### src/core/ten_ops_pkg.sv
// Purpose: constants for the 10 Mb/s operations control block
// Assumes: 20 MHz management clock, 16-bit registers
// Notes:   offsets are management register numbers
// Overview of operation
// - Reserved operations bits always read zero
// - Polarity reversed flag, latches high
// - Receive works normally despite reversal
// - Jabber inhibit skips jabber checking
// - Auto polarity inhibit stops pair correction
// - Same control covers 100 Mb/s correction
// - SQE test inhibit suppresses SQE test
// - SQE pulses collision after transmit ends
// - No SQE in full duplex, repeater
// - Auto suppression leaves control bit alone
// - Link loss inhibit forces link passed
// - Squelch inhibit needs data then idle
// - Ext status bit 1 copies remote fault
// - Ext status bit 0 copies link status
// - Latched flags clear on station read
package ten_ops_pkg;
    // Register offsets
    localparam [4:0]      BASIC_STATUS = 5'h01;
    localparam [4:0]      EXT_STATUS   = 5'h11;
    localparam [4:0]      OPERATIONS   = 5'h12;
    // Operations fields
    localparam int        POL_REV_BIT  = 14;
    localparam int        JAB_INH_BIT  = 5;
    localparam int        RSV_ONE_BIT  = 4;
    localparam int        APOL_INH_BIT = 3;
    localparam int        SQE_INH_BIT  = 2;
    localparam int        LLOSS_INH_BIT = 1;
    localparam int        SQL_INH_BIT  = 0;
    localparam [5:0]      CTRL_RESET   = 6'h10;
    // Status fields
    localparam int        BS_RFAULT_BIT = 4;
    localparam int        BS_LINK_BIT  = 2;
    localparam int        ES_RFAULT_BIT = 1;
    localparam int        ES_LINK_BIT  = 0;
    // Timing
    localparam int        CLK_MHZ      = 20;
    localparam int        SQE_DELAY_NS = 1000;
    localparam int        SQE_WIDTH_NS = 1000;
    localparam int        JABBER_US    = 20000;
    localparam int        LINK_LOSS_US = 100000;
    localparam int        SQE_DELAY_CYC = (SQE_DELAY_NS * CLK_MHZ + 999) / 1000;
    localparam int        SQE_WIDTH_CYC = (SQE_WIDTH_NS * CLK_MHZ + 999) / 1000;
    localparam int        JABBER_CYC   = JABBER_US * CLK_MHZ;
    localparam int        LINK_LOSS_CYC = LINK_LOSS_US * CLK_MHZ;
    localparam int        TIMER_W      = 24;
    localparam int        SQE_W        = 6;
    typedef enum logic [1:0] {LINK_FAIL, LINK_WAIT_IDLE, LINK_PASS} link_state_t;
endpackage : ten_ops_pkg

### src/core/pin_sync_if.sv
// Purpose: raw pins in, clean levels out
// Assumes: one clock domain on the clean side
// Notes:   width set by the user
`timescale 1ns/1ns
interface pin_sync_if #(parameter int W = 2);
    logic [W-1:0] raw;    // Asynchronous pin levels
    logic [W-1:0] level;  // Filtered levels
    modport sync (input raw, output level);
    modport user (output raw, input level);
endinterface : pin_sync_if

### src/core/pin_sync.sv
// Purpose: three-stage pin synchroniser with agreement filter
// Assumes: pins are asynchronous to clk
// Notes:   level only moves once stages two and three agree
`timescale 1ns/1ns
module pin_sync #(
    parameter int W = 2
) (
    input  wire logic clk,      // Management clock
    input  wire logic rst_b,    // Async reset, active low
    pin_sync_if.sync  bus       // Raw in, level out
);
    genvar i;
    generate
        for (i = 0; i < W; i++) begin : g_bit
            logic s1;
            logic s2;
            logic s3;
            logic lvl;
            // First stage feeds only the second, metastability guard
            always_ff @(posedge clk or negedge rst_b) begin
                if (!rst_b) begin
                    s1 <= 1'b0;
                    s2 <= 1'b0;
                    s3 <= 1'b0;
                end else begin
                    s1 <= bus.raw[i];
                    s2 <= s1;
                    s3 <= s2;
                end
            end
            // Move only when stages two and three agree
            always_ff @(posedge clk or negedge rst_b) begin
                if (!rst_b) begin
                    lvl <= 1'b0;
                end else if (s2 == s3) begin
                    lvl <= s3;
                end
            end
            assign bus.level[i] = lvl;
        end
    endgenerate
endmodule : pin_sync

### src/core/ten_mbps_ops_ctrl.sv
// Purpose: 10 Mb/s operations control, status and the logic they steer
// Assumes: tx, mode and register inputs on clk
// Notes:   receive pair pins are synchronised here
//
// Our own choice: strobed register access.
`timescale 1ns/1ns
module ten_mbps_ops_ctrl #(
    parameter int JABBER_CYCLES    = ten_ops_pkg::JABBER_CYC,
    parameter int LINK_LOSS_CYCLES = ten_ops_pkg::LINK_LOSS_CYC
) (
    input  wire logic        clk,            // 20 MHz management clock
    input  wire logic        rst_b,          // Async reset, active low
    input  wire logic [4:0]  regAddr,        // Register number
    input  wire logic [15:0] regWrData,      // Write data
    input  wire logic        regWr,          // Write strobe
    input  wire logic        regRd,          // Read strobe
    output logic      [15:0] regRdData,      // Read data, cycle after strobe
    input  wire logic        rxPairPos,      // Receive pair positive pin
    input  wire logic        rxPairNeg,      // Receive pair negative pin
    input  wire logic        txEnable,       // Transmit enable from MAC
    input  wire logic        fullDuplex,     // Full-duplex mode
    input  wire logic        repeaterMode,   // Repeater mode
    input  wire logic        remoteFaultIn,  // Remote fault condition
    output logic             rxData,         // Receive data, polarity fixed
    output logic             rxActive,       // Receive activity
    output logic             collisionOut,   // Collision incl. SQE pulse
    output logic             jabberOut,      // Jabber condition
    output logic             linkUp,         // Link passed
    output logic             polarityFixEn   // Correction applied, 10 and 100
);
    // Control bits held from management writes
    logic                    jabInh;
    logic                    apolInh;
    logic                    sqeInh;
    logic                    llossInh;
    logic                    sqlInh;
    // Synchronised receive pair
    logic                    pos;
    logic                    neg;
    logic                    activeNow;
    logic                    activePrev;
    // Polarity detection and latch
    logic                    polReversed;
    logic                    polLatch;
    // Status latches
    logic                    rfLatch;
    logic                    linkLatch;
    // Link machine and timers
    ten_ops_pkg::link_state_t linkState_reg;
    ten_ops_pkg::link_state_t linkState_next;
    logic [ten_ops_pkg::TIMER_W-1:0] lossCnt;
    logic [ten_ops_pkg::TIMER_W-1:0] jabCnt;
    // SQE sequencing
    logic                    txPrev;
    logic                    sqeAllowed;
    logic                    sqeWait;
    logic                    sqeOn;
    logic [ten_ops_pkg::SQE_W-1:0] sqeCnt;
    // Read decode
    logic                    rdBasic;
    logic                    rdExt;
    logic                    rdOps;
    logic                    wrOps;
    logic [15:0]             rdValue;

    pin_sync_if #(.W(2)) pairBus ();

    assign pairBus.raw = {rxPairNeg, rxPairPos};

    pin_sync #(.W(2)) u_pair_sync (
        .clk   (clk),
        .rst_b (rst_b),
        .bus   (pairBus)
    );

    assign pos = pairBus.level[0];
    assign neg = pairBus.level[1];

    // Register port decode
    assign rdBasic = regRd && (regAddr == ten_ops_pkg::BASIC_STATUS);
    assign rdExt   = regRd && (regAddr == ten_ops_pkg::EXT_STATUS);
    assign rdOps   = regRd && (regAddr == ten_ops_pkg::OPERATIONS);
    assign wrOps   = regWr && (regAddr == ten_ops_pkg::OPERATIONS);

    // Control bits; reserved bits are not stored, so bad writes are harmless
    always_ff @(posedge clk or negedge rst_b) begin
        if (!rst_b) begin
            jabInh   <= ten_ops_pkg::CTRL_RESET[ten_ops_pkg::JAB_INH_BIT];
            apolInh  <= ten_ops_pkg::CTRL_RESET[ten_ops_pkg::APOL_INH_BIT];
            sqeInh   <= ten_ops_pkg::CTRL_RESET[ten_ops_pkg::SQE_INH_BIT];
            llossInh <= ten_ops_pkg::CTRL_RESET[ten_ops_pkg::LLOSS_INH_BIT];
            sqlInh   <= ten_ops_pkg::CTRL_RESET[ten_ops_pkg::SQL_INH_BIT];
        end else if (wrOps) begin
            jabInh   <= regWrData[ten_ops_pkg::JAB_INH_BIT];
            apolInh  <= regWrData[ten_ops_pkg::APOL_INH_BIT];
            sqeInh   <= regWrData[ten_ops_pkg::SQE_INH_BIT];
            llossInh <= regWrData[ten_ops_pkg::LLOSS_INH_BIT];
            sqlInh   <= regWrData[ten_ops_pkg::SQL_INH_BIT];
        end
    end

    // Activity on either line; its edges mark data and idle
    assign activeNow = pos | neg;

    always_ff @(posedge clk or negedge rst_b) begin
        if (!rst_b) begin
            activePrev <= 1'b0;
        end else begin
            activePrev <= activeNow;
        end
    end

    // Line leading out of idle shows orientation; negative lead is reversed
    always_ff @(posedge clk or negedge rst_b) begin
        if (!rst_b) begin
            polReversed <= 1'b0;
        end else if (!activePrev && activeNow) begin
            if (neg && !pos) begin
                polReversed <= 1'b1;
            end else if (pos && !neg) begin
                polReversed <= 1'b0;
            end
        end
    end

    // Latched copy; a new reversal beats the read clear
    always_ff @(posedge clk or negedge rst_b) begin
        if (!rst_b) begin
            polLatch <= 1'b0;
        end else if (polReversed) begin
            polLatch <= 1'b1;
        end else if (rdOps) begin
            polLatch <= 1'b0;
        end
    end

    // Correction enable serves both 10 and 100 Mb/s receive paths
    always_ff @(posedge clk or negedge rst_b) begin
        if (!rst_b) begin
            polarityFixEn <= 1'b0;
        end else begin
            polarityFixEn <= polReversed && !apolInh;
        end
    end

    // Data always flows; correction only flips its sense
    always_ff @(posedge clk or negedge rst_b) begin
        if (!rst_b) begin
            rxData   <= 1'b0;
            rxActive <= 1'b0;
        end else begin
            rxActive <= activeNow;
            if (polReversed && !apolInh) begin
                rxData <= neg;
            end else begin
                rxData <= pos;
            end
        end
    end

    // Jabber timer saturates, clears when transmit ends
    always_ff @(posedge clk or negedge rst_b) begin
        if (!rst_b) begin
            jabCnt <= '0;
        end else if (!txEnable || jabInh) begin
            jabCnt <= '0;
        end else if (jabCnt != ten_ops_pkg::TIMER_W'(JABBER_CYCLES)) begin
            jabCnt <= jabCnt + 1'b1;
        end
    end

    always_ff @(posedge clk or negedge rst_b) begin
        if (!rst_b) begin
            jabberOut <= 1'b0;
        end else begin
            jabberOut <= !jabInh && txEnable &&
                         (jabCnt == ten_ops_pkg::TIMER_W'(JABBER_CYCLES));
        end
    end

    // SQE test is only armed in half-duplex node operation
    assign sqeAllowed = !sqeInh && !fullDuplex && !repeaterMode;

    always_ff @(posedge clk or negedge rst_b) begin
        if (!rst_b) begin
            txPrev <= 1'b0;
        end else begin
            txPrev <= txEnable;
        end
    end

    // Delay, then pulse; a new frame aborts it, collisionOut dropping two cycles after transmit starts
    always_ff @(posedge clk or negedge rst_b) begin
        if (!rst_b) begin
            sqeWait <= 1'b0;
            sqeOn   <= 1'b0;
            sqeCnt  <= '0;
        end else if (txEnable || !sqeAllowed) begin
            sqeWait <= 1'b0;
            sqeOn   <= 1'b0;
            sqeCnt  <= '0;
        end else if (txPrev) begin
            sqeWait <= 1'b1;
            sqeCnt  <= '0;
        end else if (sqeWait) begin
            if (sqeCnt == ten_ops_pkg::SQE_W'(ten_ops_pkg::SQE_DELAY_CYC - 1)) begin
                sqeWait <= 1'b0;
                sqeOn   <= 1'b1;
                sqeCnt  <= '0;
            end else begin
                sqeCnt <= sqeCnt + 1'b1;
            end
        end else if (sqeOn) begin
            if (sqeCnt == ten_ops_pkg::SQE_W'(ten_ops_pkg::SQE_WIDTH_CYC - 1)) begin
                sqeOn  <= 1'b0;
                sqeCnt <= '0;
            end else begin
                sqeCnt <= sqeCnt + 1'b1;
            end
        end
    end

    // Collision carries only the SQE pulse
    always_ff @(posedge clk or negedge rst_b) begin
        if (!rst_b) begin
            collisionOut <= 1'b0;
        end else begin
            collisionOut <= sqeOn && sqeAllowed;
        end
    end

    // Link loss timer restarts on any receive activity
    always_ff @(posedge clk or negedge rst_b) begin
        if (!rst_b) begin
            lossCnt <= '0;
        end else if (activeNow || linkState_reg != ten_ops_pkg::LINK_PASS) begin
            lossCnt <= '0;
        end else if (lossCnt != ten_ops_pkg::TIMER_W'(LINK_LOSS_CYCLES)) begin
            lossCnt <= lossCnt + 1'b1;
        end
    end

    // Link integrity machine; squelch inhibit adds a wait for idle
    always_comb begin
        linkState_next = linkState_reg;
        unique case (linkState_reg)
            ten_ops_pkg::LINK_FAIL: begin
                if (activeNow) begin
                    if (sqlInh) begin
                        linkState_next = ten_ops_pkg::LINK_WAIT_IDLE;
                    end else begin
                        linkState_next = ten_ops_pkg::LINK_PASS;
                    end
                end
            end
            ten_ops_pkg::LINK_WAIT_IDLE: begin
                if (activePrev && !activeNow) begin
                    linkState_next = ten_ops_pkg::LINK_PASS;
                end
            end
            ten_ops_pkg::LINK_PASS: begin
                if (lossCnt == ten_ops_pkg::TIMER_W'(LINK_LOSS_CYCLES)) begin
                    linkState_next = ten_ops_pkg::LINK_FAIL;
                end
            end
            default: begin
                linkState_next = ten_ops_pkg::LINK_FAIL;
            end
        endcase
        if (llossInh) begin
            linkState_next = ten_ops_pkg::LINK_PASS;
        end
    end

    always_ff @(posedge clk or negedge rst_b) begin
        if (!rst_b) begin
            linkState_reg <= ten_ops_pkg::LINK_FAIL;
        end else begin
            linkState_reg <= linkState_next;
        end
    end

    always_ff @(posedge clk or negedge rst_b) begin
        if (!rst_b) begin
            linkUp <= 1'b0;
        end else begin
            linkUp <= (linkState_next == ten_ops_pkg::LINK_PASS);
        end
    end

    // Remote fault latches high; either status view's read clears it
    always_ff @(posedge clk or negedge rst_b) begin
        if (!rst_b) begin
            rfLatch <= 1'b0;
        end else if (remoteFaultIn) begin
            rfLatch <= 1'b1;
        end else if (rdBasic || rdExt) begin
            rfLatch <= 1'b0;
        end
    end

    // Link status latches low; a read reloads it from the live link
    always_ff @(posedge clk or negedge rst_b) begin
        if (!rst_b) begin
            linkLatch <= 1'b0;
        end else if (!linkUp) begin
            linkLatch <= 1'b0;
        end else if (rdBasic || rdExt) begin
            linkLatch <= 1'b1;
        end
    end

    // Read value; reserved operations bits stay zero
    always_comb begin
        rdValue = '0;
        unique case (regAddr)
            ten_ops_pkg::BASIC_STATUS: begin
                rdValue[ten_ops_pkg::BS_RFAULT_BIT] = rfLatch;
                rdValue[ten_ops_pkg::BS_LINK_BIT]   = linkLatch;
            end
            ten_ops_pkg::EXT_STATUS: begin
                rdValue[ten_ops_pkg::ES_RFAULT_BIT] = rfLatch;
                rdValue[ten_ops_pkg::ES_LINK_BIT]   = linkLatch;
            end
            ten_ops_pkg::OPERATIONS: begin
                rdValue[ten_ops_pkg::POL_REV_BIT]   = polLatch;
                rdValue[ten_ops_pkg::JAB_INH_BIT]   = jabInh;
                rdValue[ten_ops_pkg::APOL_INH_BIT]  = apolInh;
                rdValue[ten_ops_pkg::SQE_INH_BIT]   = sqeInh;
                rdValue[ten_ops_pkg::LLOSS_INH_BIT] = llossInh;
                rdValue[ten_ops_pkg::SQL_INH_BIT]   = sqlInh;
            end
            default: begin
                rdValue = '0;
            end
        endcase
    end

    // Read data stand one cycle, else zero
    always_ff @(posedge clk or negedge rst_b) begin
        if (!rst_b) begin
            regRdData <= '0;
        end else if (regRd) begin
            regRdData <= rdValue;
        end else begin
            regRdData <= '0;
        end
    end
endmodule : ten_mbps_ops_ctrl

### config.mk
export PLATFORM = sky130hd
export DESIGN_NAME = ten_mbps_ops_ctrl
export DESIGN_NICKNAME = d
export VERILOG_FILES = /design/src/core/ten_ops_pkg.sv /design/src/core/pin_sync_if.sv /design/src/core/pin_sync.sv /design/src/core/ten_mbps_ops_ctrl.sv
export SDC_FILE = /design/constraint.sdc
export NUM_CORES = 1
export LEC_CHECK = 0
export BUFFER_PORTS_ARGS = -buffer_cell sky130_fd_sc_hd__buf_2
export CAP_MARGIN = 15
export CORE_ASPECT_RATIO = 1.5
export CORE_MARGIN = 2
export CORE_UTILIZATION = 58
export DETAILED_ROUTE_END_ITERATION = 10
export GPL_TIMING_DRIVEN = 0
export PLACE_DENSITY = 0.81
export SLEW_MARGIN = 15
export SYNTH_ARGS = -nofsm -noshare
export SYNTH_HDL_FRONTEND = slang
export SYNTH_SLANG_ARGS = --single-unit
export TNS_END_PERCENT = 5
### constraint.sdc
create_clock -name clk -period 2.6 [get_ports clk]
set_clock_uncertainty 0.15 [all_clocks]
set_input_delay 0 -clock clk [delete_from_list [all_inputs] [get_ports clk]]
set_output_delay 0 -clock clk [all_outputs]
set_load 0.005 [all_outputs]
Word level (Yosys, flattened, before mapping)
Index checks and enable logic that the tools add are counted.
- $add $sub $neg: 3
- $mul: 0
- divide/modulo/power cells: 0
- magnitude comparators: 0
- eq/ne operators: 17
- shift operators: 0
- muxes and demuxes: 40
- bitwise gates (word level): 1
- reductions and logical operators: 38
- operators with widths (cell ; count):
    two-way mux 24 bit ; 4
    adder 24 x 1 -> 24 bit, second input constant ; 2
    two-way mux 6 bit ; 5
    == test 24 x 19 -> 1 bit, second input constant ; 1
    == test 24 x 21 -> 1 bit, second input constant ; 1
    != test 24 x 19 -> 1 bit, second input constant ; 1
    != test 24 x 21 -> 1 bit, second input constant ; 1
    two-way mux 1 bit ; 22
    two-way mux 15 bit ; 1
    logical AND 1 bit ; 14
    logical NOT 1 bit ; 11
    == test 5 bit, second input constant ; 2
    two-way mux 2 bit ; 5
    nonzero test 2 bit ; 5
    adder 6 x 1 -> 6 bit, second input constant ; 1
    == test 6 x 5 -> 1 bit, second input constant ; 1
    one-hot mux 2 bit (3 select lines) ; 1
    == test 5 x 1 -> 1 bit, second input constant ; 1
    == test 2 bit, second input constant ; 2
    logical OR 1 bit ; 4
    != test 2 x 1 -> 1 bit, second input constant ; 2
    one-hot mux 2 bit (2 select lines) ; 1
    AND reduction 2 bit ; 2
    nonzero test 4 bit ; 1
    7 further kinds ; 8
- flip-flop bits (word level): 98
- latch bits: 0
- RAM bits: 0
- bits in read-only memories: 0
- input port bits: 31
- output and inout port bits: 22
- logic and storage cells: 130
- memories: 0

Logic depth before layout (Yosys ltp)
Gate-level depths: netlist of run 1.
- word-level depth: 7
- depth in mapped cells: 6
- depth with buffers taken out: 6

Cells and area by module
Synthesis of run 1 repeated with hierarchy kept, for this count alone.
- cell total of the unflattened synthesis: 393
- area, all modules: 4164.0 µm²
- by module, submodules not included (module ; instances ; cells each ; area an instance (µm²) ; seq. area each (µm²)):
    ten_mbps_ops_ctrl ; 1 ; 381 ; 3926.3 ; 2026.9
    pin_sync ; 1 ; 12 ; 237.7 ; 200.2

Least setup slack after synthesis of run 1
Ideal clock, no wire load.
- path type: reg2reg
- start: register jabCnt[16] (netlist bit)
- end: register jabCnt[1] (netlist bit)
- library setup time: 136 ps
- arrival time: 1629 ps
- data required time: 2314 ps
- slack: 684 ps
- cell stages (with the launch flop): 5
- path buffers: 0
- period minus slack after synthesis: 1916 ps
- path through: dfrtp_1 -> or4_4 -> or4_4 -> o21ai_1 -> a21oi_1
- cells in the longest elaborated chain, start to end: 2
- RTL lines (what ; RTL line ; RTL):
    start, declared ; ten_mbps_ops_ctrl.sv:52 ; logic [ten_ops_pkg::TIMER_W-1:0] jabCnt;
    start signal, assigned ; ten_mbps_ops_ctrl.sv:168 ; jabCnt <= jabCnt + 1'b1;
    != test 24 x 19 -> 1 bit ; ten_mbps_ops_ctrl.sv:167 ; end else if (jabCnt != ten_ops_pkg::TIMER_W'(JABBER_CYCLES)) begin
    nonzero test 2 bit (no line) ; -- ;
Every way passes these cells.
A chain may end at the register's enable or synchronous reset.

Final worst setup path of run 1
- start: register jabCnt[0] (netlist bit)
- end: register jabCnt[22] (netlist bit)
- cells in the longest elaborated chain, start to end: 3
- elaborated cells between the ends (all ways): 5
- those cells by class: 1 x add/sub; 1 x eq/ne; 2 x mux; 1 x reduce/logical
- RTL lines (what ; RTL line ; RTL):
    adder 24 x 1 -> 24 bit ; ten_mbps_ops_ctrl.sv:168 ;
    two-way mux 24 bit ; ten_mbps_ops_ctrl.sv:167 ;
    two-way mux 24 bit ; ten_mbps_ops_ctrl.sv:165 ; end else if (!txEnable || jabInh) begin
Parallel ways exist; a longest one is shown, timed or not. The select of a mux whose other input is x is not followed.

==> results of run 1 <==
## logic make-up (layout without fill, tap and decap cells)
group,Yosys count,count (layout)
AOI/OAI and AO/OA,73,73
adders and majority gates,9,9
and+or+nand+nor,176,176
buffers and inverters,37,102
DFF,89,89
muxes,10,10
xor gates and xnor gates,23,23
other,1,9
## repair_timing
item | CTS | global route
gates resized for setup | 0 | 0
endpoints found under the hold margin | 110 | 0
hold buffers | 16 | 0
## cells in the mapped netlist (2+ instances only)
library cell / number / share of area [%]
and2_1: 9 / 1.3
buf_4: 9 / 1.6
and4_2: 3 / 0.70
nor2b_1: 2 / 0.29
nand2_1: 25 / 2.2
nand3b_1: 2 / 0.35
dfrtp_1: 89 / 52
xnor2_1: 6 / 1.2
nand4_1: 16 / 2.3
or4_4: 2 / 0.52
or4_1: 16 / 2.8
or2_1: 2 / 0.29
mux2_1: 6 / 1.6
nor3b_1: 2 / 0.35
xor2_1: 17 / 3.5
nor4_1: 3 / 0.44
a211oi_1: 2 / 0.35
and4_1: 6 / 1.2
maj3_1: 2 / 0.47
nor4b_1: 6 / 1.2
o21ai_1: 12 / 1.4
and3_1: 8 / 1.2
ha_1: 7 / 2.0
a32o_1: 2 / 0.47
nor2_1: 35 / 3.1
mux2i_1: 4 / 0.93
o21ai_0: 2 / 0.23
a211o_1: 2 / 0.41
buf_2: 4 / 0.47
o21bai_1: 2 / 0.35
a21oi_1: 33 / 3.8
o31ai_1: 15 / 2.6
nand2b_1: 2 / 0.29
nor3_1: 8 / 0.93
inv_1: 11 / 0.96
nand3_1: 17 / 2.0
clkbuf_1: 11 / 0.96
or3_1: 6 / 0.87
## area by class of cell
type / count / area [um2]
Clock inverter: 7 / 85.08
Buffer: 25 / 140.1
Clock buffer: 9 / 123.9
Timing Repair Buffer: 49 / 360.3
Fill cell: 543 / 2198
Tap cell: 100 / 125.1
Multi-Input combinational cell: 300 / 1922
Inverter: 12 / 45.04
Sequential cell: 89 / 2227
## cells in the final DEF (no fill, tap or decap), types with 12 or more instances in the layout
master	count
nand4_1	16
dfrtp_1	89
o21ai_1	12
dlygate4sd3_1	15
buf_2	35
xor2_1	17
nand3_1	17
a21oi_1	33
o31ai_1	15
nand2_1	25
nor2_1	35
or4_1	16
## routing by layer
layer | vias up | track usage [%]
met2 | 80 | 45.47
met4 | 0 | 9.694
met1 | 1659 | 27.80
met5 | - | 0
li1 | 1637 | -
met3 | 14 | 3.575
## critical path, stage by stage (launching register included)
cell and delay (ns):
dfrtp_1 0.43, ha_1 0.19, and2_1 0.22, nand3_1 0.14, clkbuf_1 0.24, or4_1 0.45
a21oi_1 0.16
## where the power goes
part / total [mW] / switching, mW / leakage (nW) / internal (mW)
logic: 0.274 / 0.145 / 0.904 / 0.130
clock network: 1.01 / 0.545 / 0.100 / 0.465
registers: 1.51 / 0.0568 / 1.19 / 1.46
## path summary, 6_finish.rpt
check / from / to / slack [ns] / cells past startpoint
worst min-delay path: regWr / sqeInh / 0.02 / 3
min in group asynchronous: rst_b / sqeCnt[2] / 0.54 / 4
max in group asynchronous: rst_b / jabCnt[10] / 1.44 / 4
worst max-delay path: jabCnt[0] / jabCnt[22] / 0.54 / 6
worst min register to register: u_pair_sync.g_bit[1].s1 / u_pair_sync.g_bit[1].s2 / 0.22 / 0
worst max register to register: jabCnt[0] / jabCnt[22] / 0.54 / 6
## metrics by stage
stage / hold slack, ns / instance area [um2] / power [mW] / setup WS [ns]
finish: 0.02482 / 5029 / 2.797 / 0.5415
floorplan: -0.4456 / 4334 / 1.681 / 0.6842
detailed placement: -0.2027 / 4649 / 1.796 / 0.5792
CTS: 0.03297 / 5029 / 2.813 / 0.5464
global placement: -0.04027 / 4619 / 1.778 / 0.5942
global route: 0.06726 / 5029 / 2.927 / 0.4076
==> impl_metrics.py, run 1 <==
metrics = {
    "run": {
        "cap_violations": 0,
    },
    "timing": {
        "setup_viol": 0,
        "rsz0062_at_grt": "no",
        "slew_violations": 0,
        "min_period_ns": 2.059,
        "period_share_pct": 79.17,
        "slew_headroom_pct": 53.44,
        "finalSetupTns_ns": 0,
        "hold_viol": 0,
        "fmax_ghz": 0.4858,
        "worstMarginPinSlew_ns": 0.6887,
    },
    "routing": {
        "wl_per_cell_um": 14.97,
        "wl_um": 8847,
        "drt-initial-drc-count": 298,
        "dr_wl_met3_um": 254,
        "antenna_left": 0,
        "dr_total_vias": 3390,
        "wl_met2_um": 4895,
        "drc_errors": 0,
        "avgViaCountPerCell": 5.736,
        "first_pass_iters": 4,
        "met1_length_um": 3522,
        "routed.top_layer": "met4",
    },
    "clocking": {
        "clk_latency_ns": 0.36,
        "cts-root-buf": "clkbuf_8",
        "clock_sinks": 89,
        "cts_tree": "yes",
        "cts-htree-levels": 3,
        "cts_buffer_depth": 2,
        "cts_buffers": 9,
        "cts.clk_slew.worst_paths_ns": 0.10,
        "post_cts_buffers": 0,
    },
    "global_route": {
        "grt_pass1_vias": 3473,
        "grt_first_pass_wirelength_um": 15460,
        "grt_use_total_pct": 24.56,
        "grt_start_max_net_pins": 62,
        "gr-total-overflow": 0,
        "antenna_found_initial": 0,
    },
    "placement": {
        "dp_cells": 559,
        "hpwlAfterDp_um": 6169,
        "place_congestion": 0.8618,
        "io_buffers": 32,
    },
    "setup_path": {
        "worstPathRequired_ns": 2.73,
        "cp_max_fo": 10,
        "critical_path_class": "flop to flop",
        "startpoint_type": "flop",
        "cp_data_arrival_time_ns": 2.19,
        "endpoint_kind": "flop",
    },
    "cells_and_area": {
        "layout-drive-gt1-share_pct": 15.07,
        "finalNetCount": 524,
        "fin_util_pct": 69.58,
        "fin_cells": 591,
        "n_antenna_cell": 0,
        "largestRegisters": "jabCnt x24, lossCnt x24, regRdData x7",
        "area_growth_pct": 16.83,
    },
    "power": {
        "p_per_area_nw_per_um2": 556.2,
        "p_leak_nw": 2.190,
        "peakVddDrop_v": 0.0003685,
    },
    "synth": {
        "syn_inst": 418,
        "synth-simple-area-share_pct": 23.90,
        "yosys.cell_types.count": 50,
        "avgSynthCellArea_um2": 10.30,
        "synth_edf_count": 0,
        "async_flop_share_pct": 100.0,
        "synthXorXnorAreaFrac_pct": 4.680,
        "muxShareOfSynthArea_pct": 2.500,
        "synth-adder-area-share_pct": 2.500,
        "synthFlopType": "dfrtp_1",
        "synthesis.area_um2": 4304,
        "synth_top_family_by_area": "simple AND/OR/NAND/NOR gates",
        "ys_ff_latch": 89,
        "yosysSeqAreaShare_pct": 51.74,
        "synth_compound_area_share_pct": 10.29,
        "ys_warn_count": 0,
    },
    "floorplanning": {
        "die_w_um": 74.34,
        "die_h_um": 109.5,
        "initial_core_util_pct": 59.56,
        "die_area_um2": 8140,
        "io_pins": 53,
        "row_count": 38,
        "core_um2": 7227,
    },
    "hold_path": {
        "hold_class": "input pin to flop",
    },
    "run_status": {
        "run_status": "finished clean",
    },
}
Power figures use the tool's default switching activity.
==> inputs of run 2 (changes only) <==
ABC_AREA = 1   (was unset)
CORE_UTILIZATION = 59   (was 58)
clock period = 2.05 ns   (was 2.6 ns; I/O delays follow)
==> impl_metrics.py, run 2 <==
metrics = {
    "run_status": {
        "run_status": "finished clean",
    },
    "cells_and_area": {
        "area_growth_pct": 19.54,
        "layout_commonest_cell": "nand2_1",
        "finalNetCount": 780,
        "n_antenna_cell": 0,
        "fillerInstances": 643,
        "fin_cells": 852,
        "fin_util_pct": 72.45,
        "final_cell_mix": "159 x nand2_1, 139 x nor2_1, 89 x dfrtp_1, 82 x inv_1, 46 x nand3_1",
        "largestRegisters": "jabCnt x24, lossCnt x24, regRdData x7",
        "regArea_um2": 2227,
        "multi_input_area_um2": 2270,
        "layout-drive-gt1-share_pct": 12.45,
    },
    "global_route": {
        "grt_start_max_net_pins": 52,
        "gr-total-overflow": 0,
        "antenna_found_initial": 0,
        "grt_first_pass_wirelength_um": 20870,
        "grt_pass1_vias": 4752,
        "grt_use_total_pct": 29.91,
    },
    "setup_path": {
        "critical_path_class": "input pin to flop",
        "cp_data_arrival_time_ns": 2.11,
        "path_cells": "dlygate4sd3_1 -> buf_2 -> nor2_2 -> nand4_1 -> dlygate4sd3_1 -> nor2_2 -> inv_1 -> nor2_1",
        "crit_family": "buffers and inverters",
        "startpoint_type": "input pin",
        "cp_max_fo": 6,
        "crit_path_max_incr_delay_ns": 0.65,
        "worstPathRequired_ns": 2.15,
        "endpoint_kind": "flop",
        "crit_slowest_cell": "dlygate4sd3_1",
        "critPathBufInv": 4,
    },
    "routing": {
        "avgViaCountPerCell": 5.440,
        "drt-initial-drc-count": 309,
        "drc_errors": 0,
        "wl_um": 12230,
        "antenna_left": 0,
        "dr_total_vias": 4635,
        "wl_per_cell_um": 14.35,
        "first_pass_iters": 5,
    },
    "placement": {
        "place_congestion": 0.9304,
        "place_ws_ns": 0.1905,
        "io_buffers": 32,
        "hpwlAfterDp_um": 8491,
        "dp_cells": 807,
    },
    "hold_path": {
        "hold_class": "input pin to asynchronous set/reset pin",
    },
    "power": {
        "p_per_area_nw_per_um2": 662.7,
        "p_total_mw": 3.845,
        "peakVddDrop_v": 0.0006728,
        "p_leak_nw": 2.599,
    },
    "synth": {
        "ys_ff_latch": 89,
        "yosysTopAreaCellShare_pct": 45.89,
        "synthTopCellsByCount": "159 x nand2_1, 142 x nor2_1, 89 x dfrtp_1",
        "yosys.cell_types.count": 29,
        "yosysMostFrequentCell": "nand2_1",
        "netlist.top_cell.by_area": "dfrtp_1",
        "synthesis.area_um2": 4853,
        "async_flop_share_pct": 100.0,
        "synth_edf_count": 0,
        "avgSynthCellArea_um2": 7.343,
        "yosysSeqAreaShare_pct": 45.89,
        "synthFlopType": "dfrtp_1",
        "synthTopCellsByArea": "dfrtp_1 46%, nand2_1 12%, nor2_1 11%",
        "ys_warn_count": 0,
        "syn_inst": 661,
    },
    "timing": {
        "hold_viol": 0,
        "fmax_ghz": 0.4975,
        "slew_violations": 0,
        "min_period_ns": 2.010,
        "rsz0062_at_grt": "yes",
        "period_share_pct": 98.05,
        "timing.final.ws_setup_ns": 0.04007,
        "worstMarginPinSlew_ns": 0.5272,
        "slew_headroom_pct": 64.86,
        "setup_viol": 0,
    },
    "clocking": {
        "cts.clk_slew.worst_paths_ns": 0.07,
        "cts-root-buf": "clkbuf_16",
        "cts_tree": "yes",
        "clk_latency_ns": 0.34,
        "cts_buffer_depth": 2,
        "cts-htree-levels": 3,
        "cts_buffers": 9,
        "clock_sinks": 89,
    },
    "floorplanning": {
        "io_pins": 53,
        "initial_core_util_pct": 60.61,
        "die_area_um2": 8983,
        "die_w_um": 78.06,
        "row_count": 40,
        "core_um2": 8008,
        "die_h_um": 115.1,
    },
    "run": {
        "cap_violations": 0,
    },
}
run 2: changes by cell type in the layout (fill, tap and decap cells not counted), moves of 15 or more:
cell,previous run,this run
or4_1,16,0
nand3_1,17,46
o21ai_0,2,22
o31ai_1,15,0
nand2_1,25,159
nor2_1,35,139
inv_1,11,82
run 2: layer usage:
metal	global-route usage, %	part of all wire, %
met3	5.808	4.5
met4	24.91	7.7
met1	29.61	36
met2	53.45	52
met5	0	0
run 2: logic make-up after synthesis:
logic type / synth area share (%)
AO/OA/AOI/OAI: 5.465
XOR/XNOR: 2.346
adder cells (fa/ha/maj): 2.217
AND/OR/NAND/NOR: 35.83
flip-flops: 45.89
other: 0.07727
buffers and inverters: 8.172
run 2: power by group:
part / internal (mW) / total, mW / leakage (nW) / switching (mW)
sequential: 1.83 / 1.88 / 1.17 / 0.0485
combinational: 0.136 / 0.358 / 1.28 / 0.222
clock: 0.905 / 1.61 / 0.147 / 0.702
run 2: area by class of cell:
type / instances / area share (%)
Inverter: 85 / 5.499
Tap cell: 105 / 2.264
Buffer: 11 / 1.337
Clock buffer: 11 / 4.356
Multi-Input combinational cell: 484 / 39.12
Clock inverter: 5 / 0.7548
Sequential cell: 89 / 38.39
Timing Repair Buffer: 62 / 8.281
run 2: worst reg2reg max path: cells and delay by family, from the launching register on:
kind / cells / cell delay [ns]
buffers and inverters: 3 / 0.85
DFF: 1 / 0.38
and+or+nand+nor: 5 / 0.50
run 2: path summary, 6_finish.rpt:
| path | from | to | slack (ns) | cells after the start |
|---|---|---|---|---|
| setup / recovery | regAddr[3] | regRdData[5] | 0.04 | 8 |
| hold / removal | rst_b | jabCnt[11] | 0.03 | 2 |
| setup reg to reg | sqeInh | sqeCnt[0] | 0.11 | 8 |
| hold reg to reg | u_pair_sync.g_bit[1].s1 | u_pair_sync.g_bit[1].s2 | 0.20 | 0 |
| max in group asynchronous | rst_b | sqeCnt[4] | 1.09 | 3 |
| min in group clk | regAddr[0] | llossInh | 0.04 | 5 |
run 2: timing repair:
item / CTS / global route
setup endpoints to repair: 0 / 18
hold buffers: 29 / 0
resized for setup: 0 / 5
buffers inserted: 0 / 0
hold endpoints to repair: 112 / 0
run 2: metrics by stage:
step           TNS, ns  instance area [um2]  hold WS [ns]
2_1_floorplan        0                 4883       -0.4456
3_3_place_gp         0                 5175      -0.04113
3_5_place_dp         0                 5205       -0.1352
4_1_cts              0                 5792       0.01480
5_1_grt        -0.1786                 5802       0.07855
6_report             0                 5802       0.03259
==> inputs of run 3 (changes only) <==
BUFFER_PORTS_ARGS = unset   (was -buffer_cell sky130_fd_sc_hd__buf_2)
CORE_UTILIZATION = 45   (was 59)
DONT_BUFFER_PORTS = 1   (was unset)
PLACE_DENSITY = 0.61   (was 0.81)
==> impl_metrics.py, run 3 (synthesis gave the netlist of run 2 again) <==
metrics = {
    "run_status": {
        "run_status": "finished with violations",
        "failed_checks": "negative hold slack",
    },
    "routing": {
        "wl_um": 11540,
        "first_pass_iters": 5,
        "drc_errors": 0,
        "antenna_left": 0,
        "dr_total_vias": 4270,
        "avgViaCountPerCell": 4.936,
        "wl_per_cell_um": 13.34,
        "drt-initial-drc-count": 297,
    },
    "timing": {
        "min_period_ns": 2.044,
        "setup_viol": 0,
        "period_share_pct": 99.70,
        "hold_slack_ns": -0.7922,
        "hold_viol": 89,
        "slew_violations": 0,
        "fmax_ghz": 0.4893,
    },
    "setup_path": {
        "reg2reg_depth": 7,
        "reg2reg_to": "sqeCnt[3]",
        "r2r_start": "sqeInh",
        "worstPathRequired_ns": 2.11,
        "reg2reg_setup_slack_ns": 0.21,
        "startpoint_type": "input pin",
        "cp_max_fo": 6,
        "endpoint_kind": "flop",
        "cp_data_arrival_time_ns": 2.10,
        "critical_path_class": "input pin to flop",
    },
    "clocking": {
        "clk_latency_ns": 0.34,
        "cts.clk_slew.worst_paths_ns": 0.07,
        "cts-root-buf": "clkbuf_16",
        "cts_buffers": 9,
        "cts-htree-levels": 3,
        "cts_tree": "yes",
        "clock_sinks": 89,
        "post_cts_buffers": 0,
        "hold_buffers": 36,
        "cts_buffer_depth": 2,
    },
    "power": {
        "peakVddDrop_v": 0.0005971,
        "p_per_area_nw_per_um2": 654.6,
        "p_total_mw": 3.755,
        "p_leak_nw": 2.497,
    },
    "floorplanning": {
        "die_area_um2": 11650,
        "core_um2": 10530,
        "die_w_um": 88.80,
        "io_pins": 53,
        "row_count": 46,
        "die_h_um": 131.2,
        "initial_core_util_pct": 46.08,
    },
    "run": {
        "cap_violations": 0,
    },
    "global_route": {
        "gr-total-overflow": 0,
        "antenna_found_initial": 1,
        "grt_use_total_pct": 21.42,
        "grt_first_pass_wirelength_um": 19690,
        "grt_pass1_vias": 4246,
        "grt_start_max_net_pins": 90,
    },
    "placement": {
        "hpwlAfterDp_um": 8249,
        "place_congestion": 0.8734,
        "dp_cells": 813,
        "io_buffers": 0,
    },
    "cells_and_area": {
        "final_cell_mix": "157 x nand2_1, 139 x nor2_1, 89 x dfrtp_1, 82 x inv_1, 46 x nand3_1",
        "largestRegisters": "jabCnt x24, lossCnt x24, regRdData x7",
        "layout_commonest_cell": "nand2_1",
        "area_growth_pct": 18.20,
        "fin_cells": 865,
        "finalNetCount": 753,
        "layout-drive-gt1-share_pct": 8.472,
    },
    "hold_path": {
        "hold_class": "input pin to asynchronous set/reset pin",
    },
}
## run 3: cell types whose count changed in the layout (fill, tap and decap cells not counted), moves of 2 or more
cell	previous run	this run
buf_2	33	2
dlygate4sd3_1	29	32
dlymetal6s4s_1	0	3
clkbuf_8	2	0
nand2_1	159	157
nand2_2	8	10
## run 3: how the worst max path moves through the flow
stage | to | cells after the start | from
floorplan | lossCnt[16] | 7 | lossCnt[0]
global placement | lossCnt[16] | 7 | lossCnt[0]
detailed placement | lossCnt[16] | 7 | lossCnt[0]
CTS | regRdData[0] | 8 | regAddr[2]
global route | sqeInh | 6 | regAddr[2]
finish | apolInh | 6 | regAddr[2]
## run 3: final cells by class
| cell class | instances | area (um2) |
|---|---|---|
| fill | 993 | 4796 |
| multi-input combinational | 484 | 2277 |
| sequential | 89 | 2227 |
| timing repair buffer | 35 | 357.8 |
| inverter | 85 | 319.1 |
| clock buffer | 9 | 225.2 |
| tap | 144 | 180.2 |
| buffer | 11 | 77.57 |
| clock inverter | 7 | 70.07 |
| antenna | 1 | 2.502 |
## run 3: repair_timing
action,CTS,global route
endpoints found under the setup margin,0,14
gates resized for setup,0,10
endpoints found under the hold margin,132,89
## run 3: worst max-delay path, cell delays in order
cell	delay [ns]
dlygate4sd3_1	0.60
nor2_4	0.15
nand4_1	0.17
nor2_2	0.31
dlygate4sd3_1	0.75
o21ai_0	0.12
## run 3: through the flow
stage | worst slack, ns | instance area [um2] | TNS [ns] | utilization, %
4_1_cts | 0.01372 | 5719 | 0 | 54.30
6_report | 0.006145 | 5737 | 0 | 54.47
3_3_place_gp | 0.2536 | 5064 | 0 | 48.08
5_1_grt | -0.03018 | 5737 | -0.09931 | 54.47
2_1_floorplan | 0.5055 | 4883 | 0 | -
3_5_place_dp | 0.2204 | 5064 | 0 | 48.08
## run 3: report_power, final
part	internal, mW	switching, mW
Combinational	0.108	0.166
Clock	0.856	0.745
Sequential	1.83	0.0505
## run 3: metal layers
metal	global-route usage, %	wire length [um]	vias to the layer above
li1	-	-	2173
met1	24.89	4612	2000
met2	37.19	6358	75
met3	3.329	260	22
met4	10.27	309	0
met5	0	0	-
